File: src/core/apmc_pkg.sv
// constants, encodings and register map of the actuator panel motor control block
package apmc_pkg;

  // clock and timing
  localparam int unsigned CLK_HZ = 10_000_000;
  localparam int unsigned DEBOUNCE_MS = 10;
  localparam int unsigned DEBOUNCE_CYC = (DEBOUNCE_MS * CLK_HZ) / 1000;
  localparam int unsigned DEB_W = 17;

  // front-panel functions, one-hot
  localparam int unsigned FN_W = 7;
  typedef enum logic [6:0] {
    FN_AUTO     = 7'h01,
    FN_MAN_JOG  = 7'h02,
    FN_CLOSE    = 7'h04,
    FN_OPEN     = 7'h08,
    FN_CMD_TYPE = 7'h10,
    FN_CMD_LOST = 7'h20,
    FN_TRIP_SET = 7'h40
  } apmc_fn_t;

  // command types
  localparam logic [2:0] CMD_4_20MA = 3'h0;
  localparam logic [2:0] CMD_1_5V = 3'h1;
  localparam logic [2:0] CMD_0_5V = 3'h2;
  localparam logic [2:0] CMD_0_10V = 3'h3;
  localparam logic [2:0] CMD_2_10V = 3'h4;
  localparam logic [2:0] CMD_DIGITAL = 3'h5;
  localparam logic [2:0] CMD_LAST = 3'h5;

  // position upon command loss
  localparam logic [1:0] LOST_CLOSED = 2'h0;
  localparam logic [1:0] LOST_OPEN = 2'h1;
  localparam logic [1:0] LOST_HOLD = 2'h2;

  // position resolution and tracking
  localparam int unsigned POS_W = 9;
  localparam logic [8:0] POS_MAX = 9'h1c1;
  localparam logic [8:0] POS_MID = 9'h0e1;
  localparam logic [8:0] MID_TOL = 9'h004;
  localparam logic [8:0] DEADBAND = 9'h002;
  localparam logic [6:0] CMD_SCALE = 7'h49;
  localparam int unsigned CMD_SHIFT = 15;

  // motor current trip, units of 0.1 A
  localparam logic [7:0] TRIP_MAX = 8'h78;
  localparam logic [7:0] TRIP_RESET = 8'h64;

  // fault codes
  localparam logic [3:0] FAULT_NONE = 4'h0;
  localparam logic [3:0] FAULT_LOW_BAT = 4'h1;
  localparam logic [3:0] FAULT_TRIP = 4'h2;

  // indicator flashing
  localparam int unsigned BLINK_W = 24;
  localparam int unsigned BLINK_FAST_BIT = 19;

  // register map, byte addresses
  localparam int unsigned ADDR_W = 5;
  localparam logic [4:0] REG_CTRL = 5'h00;
  localparam logic [4:0] REG_STATUS = 5'h04;
  localparam logic [4:0] REG_IRQ_STAT = 5'h08;
  localparam logic [4:0] REG_IRQ_MASK = 5'h0c;
  localparam logic [4:0] REG_TRIP = 5'h10;
  localparam logic [4:0] REG_FAULT = 5'h14;
  localparam logic [4:0] REG_POSITION = 5'h18;
  localparam logic [4:0] REG_FEEDBACK = 5'h1c;

  // field positions
  localparam int unsigned CTRL_TYPE_LSB = 0;
  localparam int unsigned CTRL_LOST_LSB = 3;
  localparam int unsigned POS_OPEN_LSB = 16;

  // interrupt events
  localparam int unsigned IRQ_W = 4;
  localparam int unsigned IRQ_FN_CHANGE = 0;
  localparam int unsigned IRQ_TRIP = 1;
  localparam int unsigned IRQ_OVERRIDE = 2;
  localparam int unsigned IRQ_LIMIT = 3;

  // reset values
  localparam logic [2:0] TYPE_RESET = CMD_4_20MA;
  localparam logic [1:0] LOST_RESET = LOST_HOLD;
  localparam logic [8:0] CLOSED_RESET = 9'h000;
  localparam logic [8:0] OPEN_RESET = 9'h1c1;

endpackage

File: src/core/apmc_motor_control.sv
// front-panel function sequencer and motor output control with avalon-mm registers
//
// Function
// up jogs A positive while limit A closed
// down jogs B positive while limit B closed
// motor off ties both outputs negative
// no limit switch closed means no drive
// mode press advances one function and indicator
// selected indicator steady, jog flashes, settings flash
// zero-based voltage types skip command-lost function
// override ignores mode, jog indicator steady
// normal operation only while override shorted
// motor polarity follows open and closed positions
// tracking mode adjusts continuously without calibration
// command type and loss position configurable
// fault indicator shows up to fifteen codes
// adjustable current trip limits motor drive
// stroke resolved into 450 positions
// adjust buttons act on selected function only
// buttons synchronised and debounced, one step
// reset starts braked in tracking mode
`timescale 1ns/10ps
module apmc_motor_control
  import apmc_pkg::*;
#(
  parameter int unsigned DEB_CYCLES = DEBOUNCE_CYC
) (
  input wire logic clk,
  input wire logic rst,
  input wire logic btnMode,
  input wire logic btnUp,
  input wire logic btnDown,
  input wire logic overrideShorted,
  input wire logic travelLimitA,
  input wire logic travelLimitB,
  input wire logic [8:0] fbPos,
  input wire logic [8:0] cmdPos,
  input wire logic cmdLost,
  input wire logic [7:0] motorCurrent,
  input wire logic lowBattery,
  output logic motorAToPositive,
  output logic motorBToPositive,
  output logic [6:0] ledFn,
  output logic [3:0] faultCode,
  output logic irq,
  input wire logic [4:0] avs_address,
  input wire logic avs_read,
  input wire logic avs_write,
  input wire logic [31:0] avs_writedata,
  input wire logic [3:0] avs_byteenable,
  output logic [31:0] avs_readdata,
  output logic avs_waitrequest
);

  ////////////////////////////////////////////////////////////////////////////////
  // helpers

  function automatic logic [31:0] beMerge(input logic [31:0] old, input logic [31:0] wd, input logic [3:0] be);
    logic [31:0] r;
    r = old;
    for (int i = 0; i < 4; i++) begin
      if (be[i]) begin
        r[i*8 +: 8] = wd[i*8 +: 8];
      end
    end
    return r;
  endfunction

  function automatic logic [8:0] absDiff(input logic [8:0] a, input logic [8:0] b);
    return (a > b) ? (a - b) : (b - a);
  endfunction

  function automatic logic [8:0] clampPos(input logic [8:0] p);
    return (p > POS_MAX) ? POS_MAX : p;
  endfunction

  ////////////////////////////////////////////////////////////////////////////////
  // state

  logic [2:0] sync1_ff, sync2_ff, btnState_ff, btnPrev_ff;
  logic [2:0] nxt_sync1, nxt_sync2, nxt_btnState, nxt_btnPrev;
  logic [DEB_W-1:0] debCnt_ff [3];
  logic [DEB_W-1:0] nxt_debCnt [3];

  apmc_fn_t fn_ff, nxt_fn;
  logic override_ff, nxt_override;
  logic [2:0] cmdType_ff, nxt_cmdType;
  logic [1:0] lostPos_ff, nxt_lostPos;
  logic [8:0] closedPos_ff, nxt_closedPos;
  logic [8:0] openPos_ff, nxt_openPos;
  logic [7:0] tripLevel_ff, nxt_tripLevel;
  logic [3:0] swFault_ff, nxt_swFault;
  logic tripped_ff, nxt_tripped;
  logic [IRQ_W-1:0] irqStat_ff, nxt_irqStat;
  logic [IRQ_W-1:0] irqMask_ff, nxt_irqMask;
  logic [BLINK_W-1:0] blink_ff, nxt_blink;
  logic motorA_ff, nxt_motorA;
  logic motorB_ff, nxt_motorB;
  logic [6:0] led_ff, nxt_led;
  logic [3:0] fault_ff, nxt_fault;
  logic [8:0] target_ff, nxt_target;
  logic ack_ff, nxt_ack;
  logic [31:0] rdata_ff, nxt_rdata;

  logic pressMode, pressUp, pressDown;
  logic busReq, busWr, reverse, wantA, wantB, driveBlocked;
  logic [31:0] status;
  logic [IRQ_W-1:0] events;
  logic signed [9:0] span;
  logic signed [26:0] scaled;

  ////////////////////////////////////////////////////////////////////////////////
  // button synchroniser and debounce

  always_comb begin
    logic [2:0] raw;
    raw = {btnDown, btnUp, btnMode};
    nxt_sync1 = raw;
    nxt_sync2 = sync1_ff;
    nxt_btnState = btnState_ff;
    nxt_btnPrev = btnState_ff;
    for (int i = 0; i < 3; i++) begin
      nxt_debCnt[i] = '0;
      if (sync2_ff[i] != btnState_ff[i]) begin
        if (debCnt_ff[i] >= DEB_W'(DEB_CYCLES - 1)) begin
          nxt_btnState[i] = sync2_ff[i];
        end else begin
          nxt_debCnt[i] = debCnt_ff[i] + 1'b1;
        end
      end
    end
  end

  always_ff @(posedge clk) begin
    if (rst) begin
      sync1_ff <= '0;
      sync2_ff <= '0;
      btnState_ff <= '0;
      btnPrev_ff <= '0;
      for (int i = 0; i < 3; i++) begin
        debCnt_ff[i] <= '0;
      end
    end else begin
      sync1_ff <= nxt_sync1;
      sync2_ff <= nxt_sync2;
      btnState_ff <= nxt_btnState;
      btnPrev_ff <= nxt_btnPrev;
      debCnt_ff <= nxt_debCnt;
    end
  end

  // one pulse per debounced press
  assign pressMode = btnState_ff[0] & ~btnPrev_ff[0];
  assign pressUp = btnState_ff[1] & ~btnPrev_ff[1];
  assign pressDown = btnState_ff[2] & ~btnPrev_ff[2];

  ////////////////////////////////////////////////////////////////////////////////
  // bus decode

  assign busReq = avs_read | avs_write;
  assign busWr = avs_write & ack_ff;
  assign avs_waitrequest = busReq & ~ack_ff;
  assign avs_readdata = rdata_ff;

  // larger open than closed setting means opening drives the position up
  assign reverse = closedPos_ff > openPos_ff;

  assign status = {14'h0000, fault_ff, reverse, tripped_ff, travelLimitB, travelLimitA,
                   motorB_ff, motorA_ff, override_ff, fn_ff};

  ////////////////////////////////////////////////////////////////////////////////
  // sequencer, settings, motor and registers

  assign span = $signed({1'b0, openPos_ff}) - $signed({1'b0, closedPos_ff});
  assign scaled = span * $signed({1'b0, cmdPos, 7'h00}) / $signed({1'b0, CMD_SCALE, 10'h000});

  always_comb begin
    logic [31:0] w;
    logic [8:0] err;
    nxt_fn = fn_ff;
    nxt_override = ~overrideShorted;
    nxt_cmdType = cmdType_ff;
    nxt_lostPos = lostPos_ff;
    nxt_closedPos = closedPos_ff;
    nxt_openPos = openPos_ff;
    nxt_tripLevel = tripLevel_ff;
    nxt_swFault = swFault_ff;
    nxt_irqMask = irqMask_ff;
    nxt_blink = blink_ff + 1'b1;
    nxt_ack = busReq & ~ack_ff;
    nxt_rdata = rdata_ff;
    events = '0;
    wantA = 1'b0;
    wantB = 1'b0;
    w = '0;
    err = '0;

    // function stepping
    if (pressMode && !override_ff) begin
      events[IRQ_FN_CHANGE] = 1'b1;
      case (fn_ff)
        FN_AUTO: nxt_fn = FN_MAN_JOG;
        FN_MAN_JOG: nxt_fn = FN_CLOSE;
        FN_CLOSE: begin
          nxt_closedPos = clampPos(fbPos);
          nxt_fn = FN_OPEN;
        end
        FN_OPEN: begin
          nxt_openPos = clampPos(fbPos);
          nxt_fn = FN_CMD_TYPE;
        end
        FN_CMD_TYPE: begin
          if (cmdType_ff == CMD_0_5V || cmdType_ff == CMD_0_10V) begin
            nxt_fn = FN_TRIP_SET;
          end else begin
            nxt_fn = FN_CMD_LOST;
          end
        end
        FN_CMD_LOST: nxt_fn = FN_TRIP_SET;
        FN_TRIP_SET: nxt_fn = FN_AUTO;
        default: nxt_fn = FN_AUTO;
      endcase
    end
    if (override_ff != nxt_override && nxt_override) begin
      events[IRQ_OVERRIDE] = 1'b1;
    end

    // adjust buttons only reach the selected function, never in tracking or override
    if (!override_ff) begin
      case (fn_ff)
        FN_MAN_JOG, FN_CLOSE, FN_OPEN: begin
          wantA = btnState_ff[1] & ~btnState_ff[2];
          wantB = btnState_ff[2] & ~btnState_ff[1];
        end
        FN_CMD_TYPE: begin
          if (pressUp) begin
            nxt_cmdType = (cmdType_ff == CMD_LAST) ? CMD_4_20MA : cmdType_ff + 3'h1;
          end else if (pressDown) begin
            nxt_cmdType = (cmdType_ff == CMD_4_20MA) ? CMD_LAST : cmdType_ff - 3'h1;
          end
        end
        FN_CMD_LOST: begin
          if (pressUp) begin
            nxt_lostPos = (lostPos_ff == LOST_HOLD) ? LOST_CLOSED : lostPos_ff + 2'h1;
          end else if (pressDown) begin
            nxt_lostPos = (lostPos_ff == LOST_CLOSED) ? LOST_HOLD : lostPos_ff - 2'h1;
          end
        end
        FN_TRIP_SET: begin
          if (pressUp && tripLevel_ff < TRIP_MAX) begin
            nxt_tripLevel = tripLevel_ff + 8'h01;
          end else if (pressDown && tripLevel_ff != 8'h00) begin
            nxt_tripLevel = tripLevel_ff - 8'h01;
          end
        end
        FN_AUTO: begin
          // target recomputed every cycle from the stored end positions, no calibration step
          nxt_target = target_ff;
        end
        default: begin
        end
      endcase
    end

    // tracking target
    nxt_target = clampPos(9'(closedPos_ff + scaled[8:0]));
    if (cmdLost && cmdType_ff != CMD_0_5V && cmdType_ff != CMD_0_10V) begin
      case (lostPos_ff)
        LOST_CLOSED: nxt_target = closedPos_ff;
        LOST_OPEN: nxt_target = openPos_ff;
        default: nxt_target = fbPos;
      endcase
    end
    if (fn_ff == FN_AUTO && !override_ff) begin
      err = absDiff(target_ff, fbPos);
      if (err > DEADBAND) begin
        wantA = (target_ff > fbPos);
        wantB = (target_ff < fbPos);
      end
    end

    // current trip holds the motor off until the drive request goes away
    nxt_tripped = tripped_ff;
    if ((motorA_ff | motorB_ff) && motorCurrent > tripLevel_ff) begin
      nxt_tripped = 1'b1;
      events[IRQ_TRIP] = ~tripped_ff;
    end else if (!wantA && !wantB) begin
      nxt_tripped = 1'b0;
    end
    driveBlocked = tripped_ff | override_ff;
    nxt_motorA = wantA & travelLimitA & ~driveBlocked;
    nxt_motorB = wantB & travelLimitB & ~driveBlocked;
    if ((wantA && !travelLimitA) || (wantB && !travelLimitB)) begin
      events[IRQ_LIMIT] = 1'b1;
    end

    // indicators
    nxt_led = fn_ff;
    case (fn_ff)
      FN_MAN_JOG: begin
        err = absDiff(fbPos, POS_MID);
        if (err > MID_TOL) begin
          // farther from midrange picks a slower blink bit
          nxt_led[1] = blink_ff[BLINK_FAST_BIT + ((err[8:6] > 3'h4) ? 4 : err[8:6])];
        end
      end
      FN_CMD_TYPE: nxt_led[3'(cmdType_ff) % FN_W] = blink_ff[BLINK_FAST_BIT];
      FN_CMD_LOST: nxt_led[3'(lostPos_ff)] = blink_ff[BLINK_FAST_BIT];
      default: begin
      end
    endcase
    if (override_ff) begin
      nxt_led = FN_MAN_JOG;
    end

    // fault indicator
    if (lowBattery) begin
      nxt_fault = FAULT_LOW_BAT;
    end else if (tripped_ff) begin
      nxt_fault = FAULT_TRIP;
    end else begin
      nxt_fault = swFault_ff;
    end

    // register writes land on the edge where waitrequest is low
    if (busWr) begin
      case (avs_address)
        REG_CTRL: begin
          w = beMerge({27'h0, lostPos_ff, cmdType_ff}, avs_writedata, avs_byteenable);
          if (w[CTRL_TYPE_LSB +: 3] <= CMD_LAST) begin
            nxt_cmdType = w[CTRL_TYPE_LSB +: 3];
          end
          if (w[CTRL_LOST_LSB +: 2] <= LOST_HOLD) begin
            nxt_lostPos = w[CTRL_LOST_LSB +: 2];
          end
        end
        REG_IRQ_MASK: begin
          w = beMerge({28'h0, irqMask_ff}, avs_writedata, avs_byteenable);
          nxt_irqMask = w[IRQ_W-1:0];
        end
        REG_TRIP: begin
          w = beMerge({24'h0, tripLevel_ff}, avs_writedata, avs_byteenable);
          nxt_tripLevel = (w[7:0] > TRIP_MAX) ? TRIP_MAX : w[7:0];
        end
        REG_FAULT: begin
          w = beMerge({28'h0, swFault_ff}, avs_writedata, avs_byteenable);
          nxt_swFault = w[3:0];
        end
        REG_POSITION: begin
          w = beMerge({7'h00, openPos_ff, 7'h00, closedPos_ff}, avs_writedata, avs_byteenable);
          nxt_closedPos = clampPos(w[8:0]);
          nxt_openPos = clampPos(w[POS_OPEN_LSB +: POS_W]);
        end
        default: begin
        end
      endcase
    end

    // sticky status, set wins over a one written to clear
    nxt_irqStat = irqStat_ff;
    if (busWr && avs_address == REG_IRQ_STAT && avs_byteenable[0]) begin
      nxt_irqStat = irqStat_ff & ~avs_writedata[IRQ_W-1:0];
    end
    nxt_irqStat = nxt_irqStat | events;

    // read data registered during the wait cycle
    if (avs_read && !ack_ff) begin
      case (avs_address)
        REG_CTRL: nxt_rdata = {27'h0, lostPos_ff, cmdType_ff};
        REG_STATUS: nxt_rdata = status;
        REG_IRQ_STAT: nxt_rdata = {28'h0, irqStat_ff};
        REG_IRQ_MASK: nxt_rdata = {28'h0, irqMask_ff};
        REG_TRIP: nxt_rdata = {24'h0, tripLevel_ff};
        REG_FAULT: nxt_rdata = {28'h0, swFault_ff};
        REG_POSITION: nxt_rdata = {7'h00, openPos_ff, 7'h00, closedPos_ff};
        REG_FEEDBACK: nxt_rdata = {7'h00, target_ff, 7'h00, fbPos};
        default: nxt_rdata = 32'h0000_0000;
      endcase
    end
  end

  always_ff @(posedge clk) begin
    if (rst) begin
      fn_ff <= FN_AUTO;
      motorA_ff <= 1'b0;
      motorB_ff <= 1'b0;
      override_ff <= 1'b0;
      cmdType_ff <= TYPE_RESET;
      lostPos_ff <= LOST_RESET;
      closedPos_ff <= CLOSED_RESET;
      openPos_ff <= OPEN_RESET;
      tripLevel_ff <= TRIP_RESET;
      swFault_ff <= FAULT_NONE;
      tripped_ff <= 1'b0;
      irqStat_ff <= '0;
      irqMask_ff <= '0;
      blink_ff <= '0;
      led_ff <= FN_AUTO;
      fault_ff <= FAULT_NONE;
      target_ff <= CLOSED_RESET;
      ack_ff <= 1'b0;
      rdata_ff <= 32'h0000_0000;
    end else begin
      fn_ff <= nxt_fn;
      motorA_ff <= nxt_motorA;
      motorB_ff <= nxt_motorB;
      override_ff <= nxt_override;
      cmdType_ff <= nxt_cmdType;
      lostPos_ff <= nxt_lostPos;
      closedPos_ff <= nxt_closedPos;
      openPos_ff <= nxt_openPos;
      tripLevel_ff <= nxt_tripLevel;
      swFault_ff <= nxt_swFault;
      tripped_ff <= nxt_tripped;
      irqStat_ff <= nxt_irqStat;
      irqMask_ff <= nxt_irqMask;
      blink_ff <= nxt_blink;
      led_ff <= nxt_led;
      fault_ff <= nxt_fault;
      target_ff <= nxt_target;
      ack_ff <= nxt_ack;
      rdata_ff <= nxt_rdata;
    end
  end

  ////////////////////////////////////////////////////////////////////////////////
  // outputs

  // low on both outputs shorts the motor leads to the negative supply
  assign motorAToPositive = motorA_ff;
  assign motorBToPositive = motorB_ff;
  assign ledFn = led_ff;
  assign faultCode = fault_ff;
  assign irq = |(irqStat_ff & irqMask_ff);

endmodule

File: config.mk
export PLATFORM = sky130hd
export DESIGN_NAME = apmc_motor_control
export DESIGN_NICKNAME = d
export VERILOG_FILES = /design/src/core/apmc_pkg.sv /design/src/core/apmc_motor_control.sv
export SDC_FILE = /design/constraint.sdc
export NUM_CORES = 1
export LEC_CHECK = 0
export BUFFER_PORTS_ARGS = -buffer_cell sky130_fd_sc_hd__buf_2
export CAP_MARGIN = 20
export CORE_MARGIN = 4
export CORE_UTILIZATION = 26
export DETAILED_ROUTE_END_ITERATION = 8
export RECOVER_POWER = 25
export SYNTH_ARGS = -nofsm -noshare
export SYNTH_HDL_FRONTEND = slang
export SYNTH_SLANG_ARGS = --single-unit
File: constraint.sdc
create_clock -name clk -period 17.91 [get_ports clk]
set_clock_uncertainty 0.15 [all_clocks]
set_input_delay 0.8955 -clock clk [delete_from_list [all_inputs] [get_ports clk]]
set_output_delay 0.8955 -clock clk [all_outputs]
set_load 0.01 [all_outputs]
[Yosys cells after proc, flatten, opt, wreduce, memory -nomap -nowiden]
Cells that the tools add are included.
Storage, ports and cells
  bits in registers: 194
  input port bits: 79
  output and inout bits: 47
  logic and storage cells: 265
Operators by class
  add/sub/neg operators: 17
  multipliers: 1
  divide/modulo/power cells: 2
  magnitude comparators: 24
  equal/unequal tests: 25
  muxes and demuxes: 93
  bitwise gates (word level): 30
  reductions and logical operators: 42
Operators by type and width (number)
  $pmux 25 s8: 1
  $mux 9: 15
  $mux 8: 16
  $add 17x1->17 const B: 3
  $ge 17x17->1 const B: 3
  $pmux 7 s6: 1
  $gt 9x9->1 const B: 4
  $ge 32x1->1 const B: 1
  $lt 32x4->1 const B: 1
  $mod 3x3->32 const B: 1
  $mux 3: 10
  $div 27x18->27 const B: 1
  $mux 1: 25
  $add 24x1->24 const B: 1
  $mux 2: 11
  $eq 5x5->1 const B: 4
  $mul 10x10->20: 1
  $gt 9x9->1: 2
  $pmux 9 s2: 1
  $sub 9x9->9: 2
  $logic_and 1x1->1: 16
  $mux 5: 3
  $reduce_or 3->1: 5
  $bwmux 7: 2
  other kinds (64): 104

[Longest topological paths before layout]
Gate-level depths: netlist of the first run.
  depth after elaboration: 10
  depth in mapped cells: 79
  gate-level depth less buffers: 73

[Worst setup path after synthesis of the first run]
No wires, ideal clock.
  path kind: reg2reg
  start point: register closedPos_ff[1]
  end point: register target_ff[0]
  library setup time: 0.095 ns
  arrival: 16.112 ns
  required time: 17.665 ns
  slack: 1.553 ns
  stages on the path, launching flop included: 72
  buffers on the path: 3
  period minus slack after synthesis: 16.357 ns
  cell sequence: dfxtp_1 inv_1 fa_1 a21o_1 a21oi_1 o21bai_1 a21oi_1 o21bai_1 a21oi_1 xnor2_1 nand2_1 fa_1 inv_1 fa_1 fa_1 fa_1 inv_1 fa_1 [36 not listed] o21a_2 o22ai_2 ha_1 nor2_1 a21oi_1 fa_1 a21oi_1 nor2_1 nor2_1 o21bai_1 a21oi_1 o21bai_1 a21oi_1 xnor2_1 xnor2_1 xnor2_1 a31oi_1 a221oi_1
Between the ends
  longest elaborated chain between the ends: 7
Ends and longest elaborated chain
  from (decl): RTL line apmc_motor_control.sv:89  | logic [8:0] closedPos_ff, nxt_closedPos;
  from (signal assigned): RTL line apmc_motor_control.sv:410  | closedPos_ff <= nxt_closedPos;
  $sub 9x9->10: RTL line apmc_motor_control.sv:174  | assign span = $signed({1'b0, openPos_ff}) - $signed({1'b0, closedPos_ff});
  $mul 10x10->20: RTL line apmc_motor_control.sv:175  | assign scaled = span * $signed({1'b0, cmdPos, 7'h00}) / $signed({1'b0, CMD_SCALE, 10'h000});
  $div 27x18->27: RTL line apmc_motor_control.sv:175
  $add 9x9->9 (*): RTL line apmc_motor_control.sv:266  | nxt_target = clampPos(9'(closedPos_ff + scaled[8:0]));
  $gt 9x9->1: RTL line apmc_motor_control.sv:74  | return (p > POS_MAX) ? POS_MAX : p;
  $mux 9 (*): RTL line apmc_motor_control.sv:74
  $mux 9 (*): RTL line apmc_motor_control.sv:267  | if (cmdLost && cmdType_ff != CMD_0_5V && cmdType_ff != CMD_0_10V) begin
  to (signal assigned): RTL line apmc_motor_control.sv:420  | target_ff <= nxt_target;
  to (decl): RTL line apmc_motor_control.sv:101  | logic [8:0] target_ff, nxt_target;
Every way passes the cells marked *; elsewhere a longest branch is shown, timed or not.
A chain may end at the register's enable or synchronous reset.

[Worst setup path in the final report of the first run]
  start point: register openPos_ff[0]
  end point: register target_ff[0]
Between the ends
  longest elaborated chain between the ends: 7
  elaborated cells between the ends (all ways): 8
  those cells by class: 2 x add/sub; 1 x mul; 1 x div; 1 x order compare; 3 x mux
Ends and longest elaborated chain
  from (decl): RTL line apmc_motor_control.sv:90  | logic [8:0] openPos_ff, nxt_openPos;
  from (signal assigned): RTL line apmc_motor_control.sv:411  | openPos_ff <= nxt_openPos;
  $sub 9x9->10: RTL line apmc_motor_control.sv:174
  $mul 10x10->20: RTL line apmc_motor_control.sv:175
  $div 27x18->27: RTL line apmc_motor_control.sv:175
  $add 9x9->9: RTL line apmc_motor_control.sv:266
  $gt 9x9->1: RTL line apmc_motor_control.sv:74
  $mux 9: RTL line apmc_motor_control.sv:74
  $mux 9 (*): RTL line apmc_motor_control.sv:267
Marked as above.

==> impl_metrics.yaml, run 1 <==
timing:
  worstMarginPinSlew_ps: 2968
  finalHoldViolCount: 0
  period_share_pct: 95.57
  finalMaxSlewViolations: 64
  setup_viol: 0
  slew_headroom_pct: -97.88
  fin_crit_ps: 17120
  whs_ps: 287.1
  timing.fmax_mhz: 58.43
  fin_tns_setup_ps: 0
  fin_ws_ps: 794.2
routing:
  via_per_inst: 5.134
  first_pass_iters: 8
  routed_wl_mm: 55.56
  antenna_left: 0
  vias: 18380
  first_iter_violations: 1383
  wl_per_cell_um: 15.52
  route.detailed.drc: 0
yosys:
  yosysMostFrequentCell: "nor2_1"
  async_flop_share_pct: 0
  netlist.top_cell.by_area: "dfxtp_1"
  synth_common_cells: "313 x nor2_1, 223 x nand2_1, 187 x dfxtp_1"
  syn-instance-count: 2463
  synth.area.top_cells: "dfxtp_1 20%, fa_1 8.9%, ha_1 7.4%"
  syn_area_per_cell_um2: 7.691
  dominantRegCellSynth: "dfxtp_1"
  synth_edf_count: 0
  synth.distinct_cells: 110
  syn_area_um2: 18940
  ys_ff_latch: 187
  ys_seq_area_share_pct: 19.76
  yosysTopAreaCellShare_pct: 19.76
  yosysWarningCount: 0
finish:
  diodes: 0
  area_delta_synth_final_pct: 18.28
  nets: 2891
  drive_gt1_share_pct: 14.42
status:
  violations: "max-capacitance violations, max-slew violations"
  outcome: "complete, but fails checks"
place:
  port_buffers: 104
  gp_congestion: 0.9055
  dp_hpwl_mm: 43.42
  dp_slack_ps: 110.9
floorplanning:
  design.core.area_um2: 71850
  dieArea_um2: 77240
  start_util_pct: 26.36
  die_height_um: 277.9
  num_rows: 98
  die_w_um: 277.9
  io_pins: 126
grt:
  antenna_found_initial: 1
  overflow: 0
  grt_pass1_vias: 17300
  grt_start_max_net_pins: 70
  grt_util_all_layers_pct: 13.75
  grt_pass1_wl_mm: 90.29
worst_setup_path:
  cpMaxStageDelayCell: "fa_1"
  slowest_delay_ps: 620
  startpoint: "openPos_ff[0]"
  cp_common_cell: "fa_1"
  path_class: "flop to flop"
  critPathArrivalTime_ps: 17310
  cp-start-kind: "flop"
  crit_path_end: "target_ff[0]"
  worstPathRequired_ps: 18100
  r2r_setup_slack_ps: 790
  rr_startpoint: "openPos_ff[0]"
  end_kind: "flop"
  ff2ff_path_depth: 72
  worstPathMaxFanout: 8
  r2r_end: "target_ff[0]"
hold_path:
  min_path_type: "flop to flop"
flow_run:
  maxCapViolCount: 1
clocking:
  cts_root_buffer: "clkbuf_16"
  cts_tree: "built"
  ctsHoldBuffers: 0
  cts-htree-levels: 4
  insertion_delay_ps: 430
  numClockSinks: 187
  clockBufferDepth: 2
  cts_buffers: 17
  cts.clk_slew.worst_paths_ps: 70
[per-stage QoR]
step	utilization (%)	instance area (um^2)	std cells
after floorplan	-	18970	2469
after global placement	29.34	21080	3533
after detailed placement	29.34	21080	3533
after CTS	30.18	21680	3565
after global routing	31.18	22410	3579
final	31.18	22410	3579
[flip-flops by register name, indices dropped and copies added (netlist names), 2 cells and up]
signal,cells
debCnt_ff,51
avs_readdata,25
blink_ff,24
closedPos_ff,9
openPos_ff,9
target_ff,9
tripLevel_ff,8
fn_ff,7
ledFn,7
faultCode,4
irqMask_ff,4
irqStat_ff,4
swFault_ff,4
btnPrev_ff,3
btnState_ff,3
cmdType_ff,3
nxt_sync2,3
sync2_ff,3
lostPos_ff,2
[cells by family after synthesis]
| logic type | synth area share (%) |
|---|---|
| AND/OR/NAND/NOR | 24.38 |
| AO/OA/AOI/OAI | 22.81 |
| buffers and inverters | 5.826 |
| adder cells (fa/ha/maj) | 16.27 |
| flip-flops | 19.76 |
| XOR/XNOR | 7.233 |
| multiplexers | 3.699 |
| other | 0.01980 |
[critical path, delay by kind of cell, from the launching register on]
kind / cells / cell delay, ps
flops: 1 / 350
simple gates: 18 / 4460
xor+xnor: 5 / 930
compound gates: 32 / 6240
buf+inv: 7 / 700
fa+ha+maj: 10 / 4210
[worst min path at each step]
stage | start | end | depth (start not counted)
after floorplan | blink_ff[0] | blink_ff[0] | 1
after global placement | nxt_sync2[2] | sync2_ff[2] | 1
after detailed placement | nxt_sync2[2] | sync2_ff[2] | 1
after CTS | nxt_sync2[2] | sync2_ff[2] | 1
after global routing | nxt_sync2[0] | sync2_ff[0] | 1
final | nxt_sync2[2] | sync2_ff[2] | 1
[cells in the final DEF (no fill, tap or decap), types with 84 or more instances in the layout]
| cell type | Yosys | final |
|---|---|---|
| nor2_1 | 313 | 308 |
| nand2_1 | 223 | 222 |
| dfxtp_1 | 187 | 187 |
| inv_1 | 184 | 184 |
| a21oi_1 | 165 | 153 |
| buf_4 | 10 | 119 |
| ha_1 | 112 | 111 |
| o21ai_0 | 99 | 96 |
| xnor2_1 | 96 | 88 |
| fa_1 | 84 | 84 |
[routing by layer]
metal	vias up	track usage [%]	share of wire (%)
li1	9112	-	-
met1	8717	19.27	47
met2	472	22.75	46
met3	75	1.178	4.4
met4	0	3.756	2.5
met5	-	0	0
[cell type report]
class	instances	area, um^2
clock inverters	14	173.9
inverters	185	696.9
flip-flops and latches	187	3744
fillers	7742	49450
multi-input cells	2000	14780
well taps	950	1189
repair buffers	225	1396
clock buffers	18	429.2
[repair_timing]
action,in CTS,in global routing
endpoints found under the setup margin,0,9
gates resized for setup,0,120
setup buffers,0,13
Power of run 1 is not shown: default switching activity piles up to over one toggle a cycle in this logic, so the estimate is an artifact.
==> run 2, diff against run 1 <==
Settings changed: CTS_BUF_LIST set to sky130_fd_sc_hd__clkbuf_16.
==> run 2 against run 1 <==
  * The flow still finishes with violations (max-capacitance violations, max-slew violations)
  * Cell area is the same
  * Cell count is the same
  * Via count about the same
  * Non-clock buffer count is the same
  * Global-route usage is the same
  * First-iteration DRC count unchanged
  * Critical path depth unchanged
  * Maximum frequency barely moved
  * Register-to-register slack barely moved
  * Sequential share of layout area unchanged
  * Largest cell class unchanged
==> impl_metrics.yaml, run 2 (synthesized netlist as in run 1, its figures left out) <==
grt:
  grt.met3_usage_pct: 1.178
  grt_pass1_wl_mm: 90.29
  antenna_found_initial: 1
  grt_util_all_layers_pct: 13.75
  overflow: 0
  grt_util_met2_pct: 22.75
  grt_start_max_net_pins: 70
  grt_pass1_vias: 17300
  use_met1_pct: 19.27
  grt.busiest_layer: "met2"
routing:
  route.detailed.drc: 0
  vias: 18380
  antenna_left: 0
  routed_wl_mm: 55.57
  first_pass_iters: 8
  first_iter_violations: 1383
  wl_per_cell_um: 15.53
  via_per_inst: 5.134
finish:
  layout_commonest_cell: "nor2_1"
  nets: 2891
  diodes: 0
  drive_gt1_share_pct: 14.42
  regMostFlops: "debCnt_ff"
  layout_common_cells: "308 x nor2_1, 222 x nand2_1, 187 x dfxtp_1"
  largest_register_ff_count: 51
  stdcell_area_um2: 22410
  area_delta_synth_final_pct: 18.28
place:
  dpl-instance-area_um2: 21080
  gp_congestion: 0.9055
  dp_hpwl_mm: 43.42
  port_buffers: 104
worst_setup_path:
  startpoint: "openPos_ff[0]"
  slowest_delay_ps: 620
  end_kind: "flop"
  critPathArrivalTime_ps: 17320
  worstPathMaxFanout: 8
  cp_common_cell: "fa_1"
  path_class: "flop to flop"
  path_buf_inv: 7
  path_delay_family: "compound AO/OA/AOI/OAI gates"
  rr_startpoint: "openPos_ff[0]"
  cpMaxStageDelayCell: "fa_1"
  worstPathRequired_ps: 18100
  cp-start-kind: "flop"
floorplanning:
  design.core.area_um2: 71850
  io_pins: 126
  dieArea_um2: 77240
  start_util_pct: 26.36
  num_rows: 98
  die_height_um: 277.9
  die_w_um: 277.9
timing:
  finalMaxSlewViolations: 64
  fin_crit_ps: 17120
  timing.fmax_mhz: 58.40
  slew_headroom_pct: -97.88
  setup_viol: 0
  worstMarginPinSlew_ps: 2968
  period_share_pct: 95.60
  finalHoldViolCount: 0
flow_run:
  maxCapViolCount: 1
status:
  violations: "max-capacitance violations, max-slew violations"
  outcome: "complete, but fails checks"
hold_path:
  min_path_type: "flop to flop"
  hp-start: "nxt_sync2[2]"
clocking:
  cts_tree: "built"
  cts_root_buffer: "clkbuf_16"
  cts_buffers: 17
  cts-htree-levels: 4
  insertion_delay_ps: 430
  clockBufferDepth: 2
  numClockSinks: 187
  cts.clk_slew.worst_paths_ps: 70
  ctsHoldBuffers: 0
## run 2: repair_timing
item / in CTS / in global routing
buffers inserted: 0 / 13
gates resized for setup: 0 / 120
setup endpoints to repair: 0 / 9
## run 2: stage by stage
step / cells / utilization (%) / setup slack, ps / hold WS (ps) / TNS [ps]
2_1_floorplan: 2469 / - / 1553 / 263.2 / 0
3_3_place_gp: 3533 / 29.34 / 220.4 / 274.3 / 0
3_5_place_dp: 3533 / 29.34 / 110.9 / 277.2 / 0
4_1_cts: 3565 / 30.18 / 9.441 / 294.3 / 0
5_1_grt: 3579 / 31.18 / -90.17 / 315.2 / -565.5
6_report: 3579 / 31.18 / 787.2 / 287.1 / 0
## run 2: final cells by class
cell class	instances	area (um^2)
clock inverters	15	177.7
fillers	7742	49450
flip-flops and latches	187	3744
repair buffers	225	1396
inverters	185	696.9
well taps	950	1189
clock buffers	17	425.4
multi-input cells	2000	14780
## run 2: path summary, 6_finish.rpt
path / end / slack [ps] / depth (start not counted)
worst max-delay path: target_ff[0] / 790 / 72
worst min-delay path: sync2_ff[2] / 290 / 1
worst max register to register: target_ff[0] / 790 / 72
worst min register to register: sync2_ff[2] / 290 / 1
## run 2: routing by layer
layer  vias up  wire length, um
li1       9112                -
met1      8718            26200
met2       470            25550
met3        75             2423
met4         0             1401
met5         -                0
Power of run 2 is left out for the same reason.
